$ cat src/hw/bas_pkg.sv
package bas_pkg;
   // ----------------------------------------
   // Clock rates
   // ----------------------------------------
   localparam longint F_ACLK_HZ = 125_000_000;
   localparam longint F_MOD_HZ  = 4_915_200;
   localparam longint NS_PER_S  = 1_000_000_000;

   function automatic longint ceil_n(longint t_ns, longint f_hz);
      longint n;
      n = (t_ns * f_hz + NS_PER_S - 1) / NS_PER_S;
      return (n < 1) ? 1 : n;
   endfunction : ceil_n

   function automatic longint floor_n(longint t_ns, longint f_hz);
      longint n;
      n = (t_ns * f_hz) / NS_PER_S;
      return (n < 1) ? 1 : n;
   endfunction : floor_n

   // ----------------------------------------
   // Device times, counted in modulator ticks
   // ----------------------------------------
   localparam longint T_SC_FAST_NS  = 103_000_000;
   localparam longint T_SC_SLOW_NS  = 803_000_000;
   localparam longint T_CAL_FAST_NS = 101_280_000;
   localparam longint T_CAL_SLOW_NS = 801_020_000;
   localparam longint T_S_FAST_NS   = 52_510_000;
   localparam longint T_S_SLOW_NS   = 401_800_000;
   localparam longint T_CONV_FAST_NS = 12_500_000;
   localparam longint T_CONV_SLOW_NS = 100_000_000;
   localparam longint T_STBY_NS     = 20_000;
   localparam longint T_WAKE_INT_NS = 7_950;
   localparam longint T_WAKE_EXT_NS = 160;
   localparam int N_SC_FAST  = int'(ceil_n(T_SC_FAST_NS, F_MOD_HZ));
   localparam int N_SC_SLOW  = int'(ceil_n(T_SC_SLOW_NS, F_MOD_HZ));
   localparam int N_CAL_FAST = int'(ceil_n(T_CAL_FAST_NS, F_MOD_HZ));
   localparam int N_CAL_SLOW = int'(ceil_n(T_CAL_SLOW_NS, F_MOD_HZ));
   localparam int N_S_FAST   = int'(ceil_n(T_S_FAST_NS, F_MOD_HZ));
   localparam int N_S_SLOW   = int'(ceil_n(T_S_SLOW_NS, F_MOD_HZ));
   localparam int N_CONV_FAST = int'(ceil_n(T_CONV_FAST_NS, F_MOD_HZ));
   localparam int N_CONV_SLOW = int'(ceil_n(T_CONV_SLOW_NS, F_MOD_HZ));
   localparam int N_STBY     = int'(ceil_n(T_STBY_NS, F_MOD_HZ));
   localparam int N_WAKE_INT = int'(floor_n(T_WAKE_INT_NS, F_MOD_HZ));
   localparam int N_WAKE_EXT = int'(floor_n(T_WAKE_EXT_NS, F_MOD_HZ));
   localparam int N_INT_DIV  = int'((F_ACLK_HZ + F_MOD_HZ - 1) / F_MOD_HZ);
   localparam int N_EXT_LOSS = 64;
   localparam int CW         = 23;

   // ----------------------------------------
   // Host times, counted in aclk cycles
   // ----------------------------------------
   localparam longint T_SCLK_NS = 100;
   localparam longint T_POWER_DOWN_N_NS = 26_000;
   localparam int N_HALF = int'(ceil_n(T_SCLK_NS, F_ACLK_HZ));
   localparam int N_POWER_DOWN_N = int'(ceil_n(T_POWER_DOWN_N_NS, F_ACLK_HZ));

   // ----------------------------------------
   // Serial frame
   // ----------------------------------------
   localparam int RES_BITS   = 20;
   localparam int N_PAD_END  = 24;
   localparam int N_ARM      = 25;
   localparam int N_CAL_EDGE = 26;
   localparam int N_READ     = 21;

   // ----------------------------------------
   // Host registers
   // ----------------------------------------
   localparam logic [7:0] REG_CTRL = 8'h00;
   localparam logic [7:0] REG_CMD  = 8'h04;
   localparam logic [7:0] REG_DATA = 8'h08;
   localparam logic [7:0] REG_STAT = 8'h0C;
   localparam logic [7:0] REG_MASK = 8'h10;
   localparam int CTRL_PWR = 0;
   localparam int EV_DONE  = 0;
   localparam int EV_RDY   = 1;
   localparam logic [1:0] RESP_OK  = 2'h0;
   localparam logic [1:0] RESP_ERR = 2'h2;

   typedef enum logic [2:0] {
      CMD_NONE = 3'h0, CMD_READ = 3'h1, CMD_CAL = 3'h2,
      CMD_STBY = 3'h3, CMD_STBY_CAL = 3'h4, CMD_WAKE = 3'h5
   } bas_cmd_t;

   typedef enum logic [2:0] {
      D_PDN = 3'h0, D_WAKE = 3'h1, D_RUN = 3'h2,
      D_STBY = 3'h3, D_SETTLE = 3'h4
   } bas_dst_t;

   typedef enum logic [2:0] {
      H_OFF = 3'h0, H_IDLE = 3'h1, H_WAIT = 3'h2,
      H_HI = 3'h3, H_LO = 3'h4, H_HOLD = 3'h5
   } bas_hst_t;
endpackage : bas_pkg
$ cat src/hw/bas_link_if.sv
`timescale 1ns/1ns
interface bas_link_if;
   logic sclk;
   logic power_down_n;
   logic ready_and_serial_out;
   logic clock_source_pin;

   modport dev (
      input  sclk,
      input  power_down_n,
      input  clock_source_pin,
      output ready_and_serial_out
   );
   modport host (
      output sclk,
      output power_down_n,
      input  ready_and_serial_out
   );
endinterface : bas_link_if

$ cat src/hw/bas_host.sv
// Design decisions made here: the register addresses and register access over AXI4-Lite.
`timescale 1ns/1ns
module bas_host
   import bas_pkg::*;
(
   input  wire logic          aclk,
   input  wire logic          aresetn,
   bas_link_if.host           link,
   input  wire logic [7:0]    s_axi_awaddr,
   input  wire logic          s_axi_awvalid,
   output logic               s_axi_awready,
   input  wire logic [31:0]   s_axi_wdata,
   input  wire logic [3:0]    s_axi_wstrb,
   input  wire logic          s_axi_wvalid,
   output logic               s_axi_wready,
   output logic [1:0]         s_axi_bresp,
   output logic               s_axi_bvalid,
   input  wire logic          s_axi_bready,
   input  wire logic [7:0]    s_axi_araddr,
   input  wire logic          s_axi_arvalid,
   output logic               s_axi_arready,
   output logic [31:0]        s_axi_rdata,
   output logic [1:0]         s_axi_rresp,
   output logic               s_axi_rvalid,
   input  wire logic          s_axi_rready,
   output logic               irq
);
   typedef struct packed {
      logic          s1;
      logic          s2;
      logic          s3;
      logic          flt;
      logic          aw_ok;
      logic          w_ok;
      logic [7:0]    awaddr;
      logic [31:0]   wdata;
      logic [3:0]    wstrb;
      logic          bvalid;
      logic [1:0]    bresp;
      logic          rvalid;
      logic [31:0]   rdata;
      logic [1:0]    rresp;
      logic          pwr;
      logic [19:0]   data;
      logic [1:0]    stat;
      logic [1:0]    mask;
      bas_hst_t      st;
      logic [4:0]    npl;
      logic [4:0]    pcnt;
      logic          hold;
      logic [3:0]    div;
      logic          sclk;
      logic          pdn;
      logic [11:0]   pw;
   } bas_host_t;

   bas_host_t q;
   bas_host_t d;
   logic [1:0] ev;

   function automatic logic [2:0] reg_idx(logic [7:0] a);
      case (a)
         REG_CTRL: return 3'h0;
         REG_CMD:  return 3'h1;
         REG_DATA: return 3'h2;
         REG_STAT: return 3'h3;
         REG_MASK: return 3'h4;
         default:  return 3'h7;
      endcase
   endfunction : reg_idx

   always_comb begin
      d = q;
      ev = '0;
      d.s1 = link.ready_and_serial_out;
      d.s2 = q.s1;
      d.s3 = q.s2;
      if (q.s2 == q.s3) begin
         d.flt = q.s2;
      end
      if (q.flt && !d.flt && (q.st == H_IDLE || q.st == H_WAIT)) begin
         ev[EV_RDY] = 1'b1;
      end

      // ----------------------------------------
      // Link sequencer
      // ----------------------------------------
      case (q.st)
         H_OFF: begin
            // Enforce the minimum low pulse before release
            if (q.pw != 12'(N_POWER_DOWN_N)) begin
               d.pw = q.pw + 12'h001;
            end else if (q.pwr) begin
               d.pdn = 1'b1;
               d.st = H_IDLE;
            end
         end
         H_WAIT: begin
            if (!q.flt) begin
               d.sclk = 1'b1;
               d.div = '0;
               d.pcnt = 5'h01;
               d.st = (q.npl == 5'h00) ? H_HOLD : H_HI;
               ev[EV_DONE] = (q.npl == 5'h00);
            end
         end
         H_HI: begin
            d.div = q.div + 4'h1;
            if (q.div == 4'(N_HALF - 1)) begin
               d.div = '0;
               if (q.pcnt <= 5'(RES_BITS)) begin
                  d.data = {q.data[18:0], q.flt};
               end
               if (q.pcnt == q.npl && q.hold) begin
                  d.st = H_HOLD;
                  ev[EV_DONE] = 1'b1;
               end else begin
                  d.sclk = 1'b0;
                  d.st = H_LO;
               end
            end
         end
         H_LO: begin
            d.div = q.div + 4'h1;
            if (q.div == 4'(N_HALF - 1)) begin
               d.div = '0;
               if (q.pcnt == q.npl) begin
                  d.st = H_IDLE;
                  ev[EV_DONE] = 1'b1;
               end else begin
                  d.sclk = 1'b1;
                  d.pcnt = q.pcnt + 5'h01;
                  d.st = H_HI;
               end
            end
         end
         default: begin
         end
      endcase

      // ----------------------------------------
      // Register bus
      // ----------------------------------------
      if (s_axi_awvalid && s_axi_awready) begin
         d.aw_ok = 1'b1;
         d.awaddr = s_axi_awaddr;
      end
      if (s_axi_wvalid && s_axi_wready) begin
         d.w_ok = 1'b1;
         d.wdata = s_axi_wdata;
         d.wstrb = s_axi_wstrb;
      end
      if (q.bvalid && s_axi_bready) begin
         d.bvalid = 1'b0;
      end
      if (q.aw_ok && q.w_ok && !q.bvalid) begin
         d.aw_ok = 1'b0;
         d.w_ok = 1'b0;
         d.bvalid = 1'b1;
         d.bresp = RESP_OK;
         case (reg_idx(q.awaddr))
            3'h0: begin
               if (q.wstrb[0]) begin
                  d.pwr = q.wdata[CTRL_PWR];
               end
            end
            3'h1: begin
               // Commands while busy are dropped
               if (q.wstrb[0] && q.st == H_HOLD && q.wdata[2:0] == CMD_WAKE) begin
                  d.sclk = 1'b0;
                  d.st = H_IDLE;
               end else if (q.wstrb[0] && q.st == H_IDLE) begin
                  d.hold = 1'b0;
                  d.st = H_WAIT;
                  case (q.wdata[2:0])
                     CMD_READ: d.npl = 5'(N_READ);
                     CMD_CAL:  d.npl = 5'(N_CAL_EDGE);
                     CMD_STBY: begin
                        d.npl = 5'h00;
                        d.hold = 1'b1;
                     end
                     CMD_STBY_CAL: begin
                        d.npl = 5'(N_ARM);
                        d.hold = 1'b1;
                     end
                     default: d.st = H_IDLE;
                  endcase
               end
            end
            3'h2: begin
            end
            3'h3: begin
               if (q.wstrb[0]) begin
                  d.stat = q.stat & ~q.wdata[1:0];
               end
            end
            3'h4: begin
               if (q.wstrb[0]) begin
                  d.mask = q.wdata[1:0];
               end
            end
            default: d.bresp = RESP_ERR;
         endcase
      end
      // Set after clear so a new event is never lost
      d.stat = d.stat | ev;

      if (q.rvalid && s_axi_rready) begin
         d.rvalid = 1'b0;
      end
      if (s_axi_arvalid && s_axi_arready) begin
         d.rvalid = 1'b1;
         d.rresp = RESP_OK;
         d.rdata = '0;
         case (reg_idx(s_axi_araddr))
            3'h0: d.rdata[CTRL_PWR] = q.pwr;
            3'h1: d.rdata[3:0] = {q.pdn, q.st};
            3'h2: d.rdata[19:0] = q.data;
            3'h3: d.rdata[1:0] = q.stat;
            3'h4: d.rdata[1:0] = q.mask;
            default: d.rresp = RESP_ERR;
         endcase
      end

      // Power-down wins at any point of a transfer
      if (!d.pwr && q.st != H_OFF) begin
         d.pdn = 1'b0;
         d.sclk = 1'b0;
         d.pw = '0;
         d.st = H_OFF;
      end
   end

   always_ff @(posedge aclk) begin
      if (!aresetn) begin
         q <= '0;
      end else begin
         q <= d;
      end
   end

   assign s_axi_awready = !q.aw_ok && !q.bvalid;
   assign s_axi_wready = !q.w_ok && !q.bvalid;
   assign s_axi_bvalid = q.bvalid;
   assign s_axi_bresp = q.bresp;
   assign s_axi_arready = !q.rvalid;
   assign s_axi_rvalid = q.rvalid;
   assign s_axi_rdata = q.rdata;
   assign s_axi_rresp = q.rresp;
   assign irq = |(q.stat & q.mask);
   assign link.sclk = q.sclk;
   assign link.power_down_n = q.pdn;
endmodule : bas_host

$ cat src/flat_wrapper.sv
// flat-port wrapper written by rule: the top's interface ports become plain ports
module bas_host_flat import bas_pkg::*;
  (aclk, aresetn, s_axi_awaddr, s_axi_awvalid, s_axi_awready, s_axi_wdata, s_axi_wstrb, s_axi_wvalid, s_axi_wready, s_axi_bresp, s_axi_bvalid, s_axi_bready, s_axi_araddr, s_axi_arvalid, s_axi_arready, s_axi_rdata, s_axi_rresp, s_axi_rvalid, s_axi_rready, irq, link_sclk, link_power_down_n, link_ready_and_serial_out);
  bas_link_if link_i ();
  input  wire logic aclk;
  input  wire logic aresetn;
  input  wire logic [7:0] s_axi_awaddr;
  input  wire logic s_axi_awvalid;
  output logic s_axi_awready;
  input  wire logic [31:0] s_axi_wdata;
  input  wire logic [3:0] s_axi_wstrb;
  input  wire logic s_axi_wvalid;
  output logic s_axi_wready;
  output logic [1:0] s_axi_bresp;
  output logic s_axi_bvalid;
  input  wire logic s_axi_bready;
  input  wire logic [7:0] s_axi_araddr;
  input  wire logic s_axi_arvalid;
  output logic s_axi_arready;
  output logic [31:0] s_axi_rdata;
  output logic [1:0] s_axi_rresp;
  output logic s_axi_rvalid;
  input  wire logic s_axi_rready;
  output logic irq;
  output wire logic [$bits(link_i.sclk)-1:0] link_sclk;
  output wire logic [$bits(link_i.power_down_n)-1:0] link_power_down_n;
  input wire logic [$bits(link_i.ready_and_serial_out)-1:0] link_ready_and_serial_out;
  assign link_sclk = link_i.sclk;
  assign link_power_down_n = link_i.power_down_n;
  assign link_i.ready_and_serial_out = link_ready_and_serial_out;
  bas_host u_core (.aclk(aclk), .aresetn(aresetn), .link(link_i), .s_axi_awaddr(s_axi_awaddr), .s_axi_awvalid(s_axi_awvalid), .s_axi_awready(s_axi_awready), .s_axi_wdata(s_axi_wdata), .s_axi_wstrb(s_axi_wstrb), .s_axi_wvalid(s_axi_wvalid), .s_axi_wready(s_axi_wready), .s_axi_bresp(s_axi_bresp), .s_axi_bvalid(s_axi_bvalid), .s_axi_bready(s_axi_bready), .s_axi_araddr(s_axi_araddr), .s_axi_arvalid(s_axi_arvalid), .s_axi_arready(s_axi_arready), .s_axi_rdata(s_axi_rdata), .s_axi_rresp(s_axi_rresp), .s_axi_rvalid(s_axi_rvalid), .s_axi_rready(s_axi_rready), .irq(irq));
endmodule
$ cat config.mk
export PLATFORM = sky130hd
export DESIGN_NAME = bas_host_flat
export DESIGN_NICKNAME = d
export VERILOG_FILES = /design/src/hw/bas_pkg.sv /design/src/hw/bas_link_if.sv /design/src/hw/bas_host.sv /design/src/flat_wrapper.sv
export SDC_FILE = /design/constraint.sdc
export NUM_CORES = 1
export LEC_CHECK = 0
export BUFFER_PORTS_ARGS = -buffer_cell sky130_fd_sc_hd__buf_2
export CORE_UTILIZATION = 59
export DETAILED_ROUTE_END_ITERATION = 8
export HOLD_SLACK_MARGIN = 0.02
export PLACE_DENSITY = 0.86
export SYNTH_ARGS = -nofsm -noshare
export SYNTH_HDL_FRONTEND = slang
export SYNTH_SLANG_ARGS = --single-unit
$ cat constraint.sdc
create_clock -name aclk -period 5 [get_ports aclk]
set_input_delay 0.75 -clock aclk [delete_from_list [all_inputs] [get_ports aclk]]
set_output_delay 0.75 -clock aclk [all_outputs]
set_load 0.005 [all_outputs]
* Word level (Yosys, flattened, before mapping)
Index checks and enable logic that the tools add are counted.
Cells by class: equal/unequal tests 33, bitwise logic cells 7, reductions and logical operators 50, multiplexer cells 59, magnitude comparators 1, add/sub/neg operators 3
Operators with widths (count):
- 35-bit two-way mux | 1
- 5-bit two-way mux | 7
- 8-bit by 4-bit equality test with 1-bit output (second input constant) | 4
- 3-bit two-way mux | 10
- 3-bit case mux with 5 select lines | 2
- 3-bit by 2-bit equality test with 1-bit output (second input constant) | 8
- 5-bit case mux with 4 select lines | 1
- 1-bit two-way mux | 19
- 3-bit equality test (second input constant) | 6
- 8-bit by 3-bit equality test with 1-bit output (second input constant) | 2
- 8-bit by 5-bit equality test with 1-bit output (second input constant) | 2
- 1-bit logical AND | 16
- 8-bit logical NOT | 2
- 16-bit two-way mux | 1
- 2-bit two-way mux | 8
- 8-bit two-way mux | 2
- 5-bit case mux with 3 select lines | 1
- 12-bit by 1-bit adder with 12-bit output (second input constant) | 1
- 3-bit by 1-bit equality test with 1-bit output (second input constant) | 4
- 12-bit two-way mux | 1
- 12-bit inequality test (second input constant) | 1
- 3-bit case mux with 4 select lines | 1
- 5-bit case mux with 2 select lines | 1
- 5-bit OR reduction | 2
- 29 further kinds | 50
Word-level totals: output and inout port bits 44, word-level logic and storage cells 179, input port bits 60, flip-flop bits (word level) 101

* Depth between registers and ports, before layout
Gate-level depths: netlist (run 1).
word-level depth 10, mapped depth 8, depth with buffers taken out 7

* Least setup slack after synthesis (run 1)
OpenSTA, ideal clock, no wires.
kind input port to flip-flop, start point in s_axi_araddr[1], end point reg u_core.q (netlist bit u_core.s_axi_rdata[10]), stages 7, slack 2.489 ns, arrival time 2.445 ns, data required time 4.935 ns, cells stage by stage or4_1 -> nor3_1 -> and3_1 -> clkbuf_1 -> buf_2 -> a22oi_1 -> nor2b_1
Between the ends: cells in the longest elaborated chain, start to end 5
RTL lines:
- from (decl) | RTL line flat_wrapper.sv:17 | input wire logic [7:0] s_axi_araddr;
- 8-bit by 5-bit equality test with 1-bit output, or another cell as far along | RTL line bas_host.sv:62 | case (a)
- 3-bit case mux with 5 select lines (*) | RTL line bas_host.sv:62
- 3-bit two-way mux (*) | RTL line bas_host.sv:211 | if (s_axi_arvalid && s_axi_arready) begin
- 3-bit by 2-bit equality test with 1-bit output (*) | RTL line bas_host.sv:215 | case (reg_idx(s_axi_araddr))
- 16-bit two-way mux (*) | RTL line bas_host.sv:215
- to (signal assigned) | RTL line bas_host.sv:236 | q <= '0;
- to (signal assigned) | RTL line bas_host.sv:238 | q <= d;
- to (decl) | RTL line bas_host.sv:57 | bas_host_t q;
Mark *: on every way between the ends. The rest lies on a longest branch, timed or not. The select of a mux whose other input is x is not followed. A chain may end at the register's enable or synchronous reset.

* Worst setup path in the final report (run 1)
start point reg u_core.q[132] in the netlist's numbering, end point reg u_core.q[31] in the netlist's numbering
Between the ends: cells in the longest elaborated chain, start to end 9
RTL lines:
- 8-bit by 5-bit equality test with 1-bit output, or another cell as far along | RTL line bas_host.sv:62
- 3-bit case mux with 5 select lines (*) | RTL line bas_host.sv:62
- 3-bit two-way mux (*) | RTL line bas_host.sv:156 | if (q.aw_ok && q.w_ok && !q.bvalid) begin
- 3-bit logical NOT | RTL line bas_host.sv:161 | case (reg_idx(q.awaddr))
- 1-bit two-way mux | RTL line bas_host.sv:161
- 1-bit two-way mux | RTL line bas_host.sv:156
- 1-bit logical NOT | RTL line bas_host.sv:226 | if (!d.pwr && q.st != H_OFF) begin
- 1-bit logical AND | RTL line bas_host.sv:226
- 2-bit OR reduction (no source line)
Marked as above.

==> impl_results.md, run 1 <==
* Hold_sp: u_core.d[143]
* Synth area leaders: dfxtp_1 41%, nor2b_1 6.8%, mux2i_1 5.8%, buf_4 5.6%, nand2_1 3.4%
* Finished Cell Area at slightly above 5000 sq um
* CP bufs+invs at 0
* Worst Setup Start Kind: register
* Clock network fraction of total power at between 30% and 40%
* Fmax at about 0.34 GHz
* Area Overhead vs Synth at 6.374%
* Vias per inst at about 5.6
* EDFF count, synth at 0
* Worst Skew at about 15 ps
* CP delay by family, top: simple AND/OR/NAND/NOR gates
* Cell taking the most area after synthesis: dfxtp_1
* Layout net count at about 620
* Final wirelength at ~9000 um
* Root buf cell: clkbuf_8
* Vias at 3700
* CP max stage cell: nor4_1
* Number of cell rows at 32
* Layout cells sized above 1 at between 10% and 20%
* Initial Util at about three fifths
* CP arrival at ~3200 ps
* Async set-reset flop share out of synthesis at 0%
* Period utilisation layout at 58.82%
* Placer Congestion at between 0.8 and 0.9
* Crit-path max FO at 15
* TritonCTS Buffers at 9
* Per-cell routed wire length at approximately 14 um
* Min cycle time layout at between 2000 and 3000 ps
* CP startpoint: u_core.q[132]
* Yosys reg bits at between 90 and 100
* Buffers on Ports at 57
* Seq pwr share at 55.9%
* Final setup fails at 0
* Floorplan core area at between 7000 and 8000 sq um
* DRC Markers at 0
* CP max stage delay at a little over 800 ps
* Status: finished clean
* Maximum vdd ir drop at ~200 uV
* Synthesized area at about 4800 sq um
* Ys Warns at 0
* Post-Syn Instances at between 500 and 600
* Residual overflow from global routing at 0
* Final Util at between 60% and 70%
* Switching share of power at about a quarter
* Initial DRC count at between 100 and 150
* Critical Path, Cell by Cell: or4_1, nor4_1, mux2_2, or2_2, a221oi_1
* Lkg Pwr at about 2.1 nW
* Category of the critical setup timing path: register to register
* CP required at 5280 ps
* Worst skew pair latency at 380 ps
* Vias in the first global route at approximately 3400
* P_int at 0.001090 W
* Initial antenna violation count at 0
* Die area at roughly 8500 sq um
* H-tree Lvls at 3
* Clock buffer depth at 2
* Switch Pwr at between 0.0003 and 0.0004 W
* Dpl hpwl at approximately 6300 um
* Relative slew slack at between 30% and 40%
* Share of Yosys cell area claimed by the top area cell type at between 40 and 50%
* Max-slew violation count at 0
* Number of routed nets with antenna violations at 0
* Post-synth cell types at between 50 and 60
* RSZ-0062 raised after global routing: no
* Die Y at about 92 um
* Total I/O pin count at about 100
* Reg-to-reg critical path startpoint: u_core.q[132]
* CTS tree: done
* # diodes at 0
* DR pass1 iterations at 4
* Hold Path Class: register to register
* Top FF cell, synth: dfxtp_1
* Resize count post-CTS at 0
* Sequential fraction of the synthesis area at roughly two fifths
* Clock sinks at between 90 and 100
* Total GRT Usage at ~22%
* Mapped Avg Cell Area at 8.923 sq um
* Placed cell areas at 4898 sq um
* Fin. Hold Viols at 0
* Post-CTS Hold Buffers at 0
* Maxcap violations at 0
* Hold slack at around 450 ps
* Comb pwr share at 6.3%
* Endpoint type of the worst setup path: register
* Die W at a little over 90 um
* Worst-Margin Slew at around 910 ps
* Power consumption at approximately 0.0015 W
* Reg clk slew, reported paths at approximately 100 ps
* Global-route wire length before repair at ~15000 um
* Post-CTS setup buffer count at 0
* Largest net degree at the start of global routing at 86
* Setup_tns at 0 ps
* PwrDens at roughly 290 nW/um^2
[power by group through the flow]
stage                     Clock, W  Sequential (W)  Combinational (W)
after CTS                 0.000562        0.000821          0.0000930
after global routing      0.000598        0.000824           0.000106
after global placement           0        0.000838          0.0000893
final                     0.000556        0.000821          0.0000927
after floorplan                  0        0.000830          0.0000808
after detailed placement         0        0.000839          0.0000927
[metal layers]
layer / track usage, % / vias up / share of wire, %
li1: - / 1860 / -
met1: 27.60 / 1743 / 46
met2: 37.75 / 81 / 49
met3: 4.975 / 16 / 3.4
met4: 8.594 / 0 / 2.0
met5: 0 / - / 0
[through the flow]
stage / cells / worst slack (ps)
floorplan: 552 / 2489
global placement: 648 / 2138
detailed placement: 648 / 2106
CTS: 664 / 2076
global route: 664 / 1969
finish: 664 / 2059
[final timing paths]
check                                      to  slack (ps)  cells after the start
worst max-delay path             u_core.q[31]        2060                      5
worst min-delay path            u_core.d[142]         450                      1
worst max register to register   u_core.q[31]        2060                      5
worst min register to register  u_core.d[142]         450                      1
[logic make-up after synthesis]
| family | Yosys count | share of synthesized area (%) |
|---|---|---|
| AND/OR/NAND/NOR | 205 | 22.87 |
| flip-flops | 99 | 41.21 |
| AO/OA/AOI/OAI | 95 | 13.76 |
| buffers and inverters | 77 | 9.079 |
| multiplexers | 32 | 7.076 |
| XOR/XNOR | 24 | 4.371 |
| adder cells (fa/ha/maj) | 6 | 1.561 |
| other | 1 | 0.07797 |
[layout make-up]
type | count | area (sq um)
Sequential cell | 99 | 1982
Multi-Input combinational cell | 376 | 2440
Tap cell | 102 | 127.6
Clock buffer | 9 | 123.9
Timing Repair Buffer | 60 | 307.8
Fill cell | 645 | 2691
Clock inverter | 7 | 93.84
Inverter | 11 | 41.29
[synthesized netlist by cell type, types with 6 or more instances]
| library cell | n |
|---|---|
| a21boi_0 | 16 |
| a21oi_1 | 10 |
| a22oi_1 | 17 |
| and2_1 | 7 |
| and3_1 | 6 |
| buf_4 | 36 |
| clkbuf_1 | 24 |
| dfxtp_1 | 99 |
| ha_1 | 6 |
| inv_1 | 11 |
| mux2i_1 | 28 |
| nand2_1 | 44 |
| nand2b_1 | 6 |
| nand3_1 | 15 |
| nand4_1 | 6 |
| nor2_1 | 34 |
| nor2b_1 | 52 |
| o21ai_0 | 21 |
| or3_1 | 7 |
| xnor2_1 | 9 |
| xor2_1 | 15 |
[state kept, by name, indices dropped and copies added (netlist names)]
signal	cells
u_core.q	71
u_core.s_axi_bresp	1
u_core.s_axi_rvalid	1
u_core.link.power_down_n	1
u_core.link.sclk	1
u_core.s_axi_rresp	1
u_core.s_axi_rdata	20
u_core.d	2
u_core.s_axi_bvalid	1
[placed cells by master (no fill, tap or decap), types with 16 or more instances in the layout]
master	count
a22oi_1	17
a21boi_0	16
nor2b_1	52
nand2_1	44
o21ai_0	21
dfxtp_1	99
mux2i_1	28
buf_2	57
nor2_1	34
Note: power is estimated with default switching activity, not from simulation.
==> run 2: changes to the inputs <==
--- a/config.mk
+++ b/config.mk
@@ -5,11 +5,12 @@
 export SDC_FILE = /design/constraint.sdc
 export NUM_CORES = 1
 export LEC_CHECK = 0
+export ABC_AREA = 1
 export BUFFER_PORTS_ARGS = -buffer_cell sky130_fd_sc_hd__buf_2
-export CORE_UTILIZATION = 59
+export CORE_UTILIZATION = 49
 export DETAILED_ROUTE_END_ITERATION = 8
 export HOLD_SLACK_MARGIN = 0.02
-export PLACE_DENSITY = 0.86
+export PLACE_DENSITY = 0.76
 export SYNTH_ARGS = -nofsm -noshare
 export SYNTH_HDL_FRONTEND = slang
 export SYNTH_SLANG_ARGS = --single-unit
==> constraint.sdc (replaced) <==
create_clock -name aclk -period 2.5 [get_ports aclk]
set_input_delay 0.375 -clock aclk [delete_from_list [all_inputs] [get_ports aclk]]
set_output_delay 0.375 -clock aclk [all_outputs]
set_load 0.005 [all_outputs]
==> run 2 against run 1 <==
Effect of this change: total power is 95% higher; routed wire length up 10%; count of clock-buffer cells in the layout unchanged; setup slack worse by 1400 ps; critical path type unchanged.
==> impl_results.md, run 2 <==
* Status: finished clean
* CP arrival at 2080 ps (-1140 ps)
* Post-synth cell types at 41 (-25%)
* Mapped Avg Cell Area at 7.206 sq um (-19%)
* Min cycle time layout at 1815 ps (-1126 ps)
* Initial DRC count at 239 (+60%)
* Reg clk slew, reported paths at 100 ps (about the same)
* Power consumption at 0.002872 W (+95%)
* Worst skew pair latency at 360 ps (-20 ps)
* Worst-Margin Slew at 542.6 ps (-370.8 ps)
* Maximum vdd ir drop at 439.5 uV (+120%)
* Maxcap violations at 0 (unchanged)
* Clock sinks at 99 (unchanged)
* Placed cell areas at 4967 sq um (+1.4%)
* Most frequent cells in the layout: 113 x nand2_1, 99 x dfxtp_1, 92 x nor2_1
* Fin. Hold Viols at 0 (unchanged)
* Worst Skew at 8.004 ps (-7.026 ps)
* Hold Path Class: primary input to register
* Finished Cell Area at 5150 sq um (+0.66%)
* Die W at 101.2 um (+9.6%)
* Worst Setup Start Kind: register
* Post-synth top cells: 113 x nand2_1, 99 x dfxtp_1, 92 x nor2_1
* CP required at 2760 ps (-2520 ps)
* Post-Place Cells at 816 (+26%)
* CP max stage cell: dfxtp_1
* Yosys reg bits at 99 (unchanged)
* Per-cell routed wire length at 11.98 um (-12%)
* Vias in the first global route at 3899 (+15%)
* CTS tree: done
* Most instantiated library cell after synthesis: nand2_1
* Vias per inst at 5.063 (-9.1%)
* Final setup fails at 0 (unchanged)
* Period utilisation layout at 72.58% (+14 points)
* RSZ-0062 raised after global routing: no
* PwrDens at 557.6 nW/um^2 (+94%)
* Commonest non-fill, non-tap cell in the layout: nand2_1
* Endpoint type of the worst setup path: register
* CP max stage delay at 340 ps (-470 ps)
* Layout net count at 764 (+23%)
* Cell taking the most area after synthesis: dfxtp_1
* Synthesized area at 4821 sq um (+0.23%)
* DRC Markers at 0 (unchanged)
* Die Y at 101.2 um (+9.6%)
* DR pass1 iterations at 5 (+1)
* Global-route wire length before repair at 17040 um (+12%)
* Die area at 10240 sq um (+20%)
* Top FF cell, synth: dfxtp_1
* Setup_tns at 0 ps (unchanged)
* Share of Yosys cell area claimed by the top area cell type at 41.11% (-0.096 points)
* Category of the critical setup timing path: register to register
* Max FFs per register at 71 (unchanged)
* Worst R2R Setup Slack at 690 ps (-1370 ps)
* Post-Syn Instances at 669 (+24%)
* Buffers on Ports at 57 (unchanged)
* Floorplan core area at 9371 sq um (+20%)
* # diodes at 0 (unchanged)
* Root buf cell: clkbuf_8
* Resize count post-CTS at 0 (unchanged)
* Vias at 4212 (+14%)
* Number of routed nets with antenna violations at 0 (unchanged)
* Post-CTS setup buffer count at 0 (unchanged)
* Reg with most FFs: u_core.q
* EDFF count, synth at 0 (unchanged)
* Async set-reset flop share out of synthesis at 0% (unchanged)
* Synth area leaders: dfxtp_1 41%, nand2_1 8.8%, nor2_1 7.2%, o21ai_0 7.0%, a21oi_1 6.2%
* Layout cells sized above 1 at 14.65% (-0.12 points)
* H-tree Lvls at 3 (unchanged)
* Fmax at 0.5511 GHz (+62%)
* Initial Util at 51.44% (-10 points)
* Total GRT Usage at 20.68% (-1.6 points)
* Crit-path max FO at 21 (+6)
* Number of cell rows at 35 (+9.4%)
* Relative slew slack at 63.60% (+25 points)
* Area Overhead vs Synth at 6.826%
* Lkg Pwr at 2.197 nW (+2.9%)
* Post-CTS Hold Buffers at 0 (unchanged)
* Total I/O pin count at 104 (unchanged)
* Placer Congestion at 0.9155 (+12%)
* Clock buffer depth at 2 (unchanged)
* Largest net degree at the start of global routing at 34 (-60%)
* Critical Path, Cell by Cell: inv_1, ha_1, nand3_1, nor2_4, nand2_2, buf_4, o21ai_0, nor2_1
* Sequential fraction of the synthesis area at 41.11% (-0.096 points)
* Initial antenna violation count at 0 (unchanged)
* Non-Filler Instances at 832 (+25%)
* Final wirelength at 9971 um (+10%)
* Dpl hpwl at 7289 um (+16%)
* Ys Warns at 0 (unchanged)
* Max-slew violation count at 0 (unchanged)
* TritonCTS Buffers at 9 (unchanged)
* Residual overflow from global routing at 0 (unchanged)
## run 2: changes by cell type after synthesis, moves of 23 or more
cell     before  now
nand3_1      15   38
o21ai_0      21   67
a21oi_1      10   60
nand2_1      44  113
mux2i_1      28    0
nor2b_1      52    0
nor2_1       34   92
inv_1        11   59
## run 2: per-layer routing
| metal | global-route usage, % | wire length, um | vias up |
|---|---|---|---|
| met3 | 2.899 | 447 | 15 |
| li1 | - | - | 2181 |
| met1 | 26.12 | 4604 | 1903 |
| met5 | 0 | 0 | - |
| met2 | 35.27 | 4752 | 113 |
| met4 | 9.142 | 166 | 0 |
## run 2: cells by family (layout without fill, tap and decap cells)
family | Yosys count | count (layout) | synth area share (%)
buffers and inverters | 124 | 145 | 13.18
adder cells (fa/ha/maj) | 6 | 6 | 1.557
flip-flops | 99 | 99 | 41.11
AO/OA/AOI/OAI | 140 | 140 | 15.26
XOR/XNOR | 11 | 11 | 1.998
AND/OR/NAND/NOR | 288 | 288 | 26.81
other | 1 | 14 | 0.07779
## run 2: layout make-up
class / instances / area, sq um
Sequential cell: 99 / 1982
Tap cell: 129 / 161.4
Fill cell: 899 / 4222
Clock inverter: 7 / 58.81
Multi-Input combinational cell: 459 / 2252
Inverter: 68 / 256.5
Clock buffer: 9 / 123.9
Timing Repair Buffer: 61 / 315.3
## run 2: power breakdown
part           internal (W)  leakage [nW]  switching [W]
combinational     0.0000926          1.31       0.000156
sequential          0.00163         0.806      0.0000331
clock              0.000375        0.0804       0.000586
## run 2: worst paths after layout
path                             start             to  cells after the start
max                       u_core.q[14]   u_core.q[42]                      8
min          link_ready_and_serial_out  u_core.d[143]                      3
max reg2reg               u_core.q[14]   u_core.q[42]                      8
min reg2reg              u_core.d[143]  u_core.d[142]                      2
## run 2: critical path: cells and delay by family (launching register included)
kind	cells	cell delay, ps
buffers and inverters	2	300
flip-flops	1	340
adder cells (fa/ha/maj)	1	160
AO/OA/AOI/OAI	1	180
AND/OR/NAND/NOR	4	730
## run 2: stage by stage
stage	utilization [%]	worst slack, ps	hold WS [ps]
2_1_floorplan	-	1031	390.5
3_3_place_gp	53.00	773.0	394.7
3_5_place_dp	53.00	704.0	401.9
4_1_cts	54.95	700.3	180.2
5_1_grt	54.95	556.9	214.1
6_report	54.95	685.5	188.9
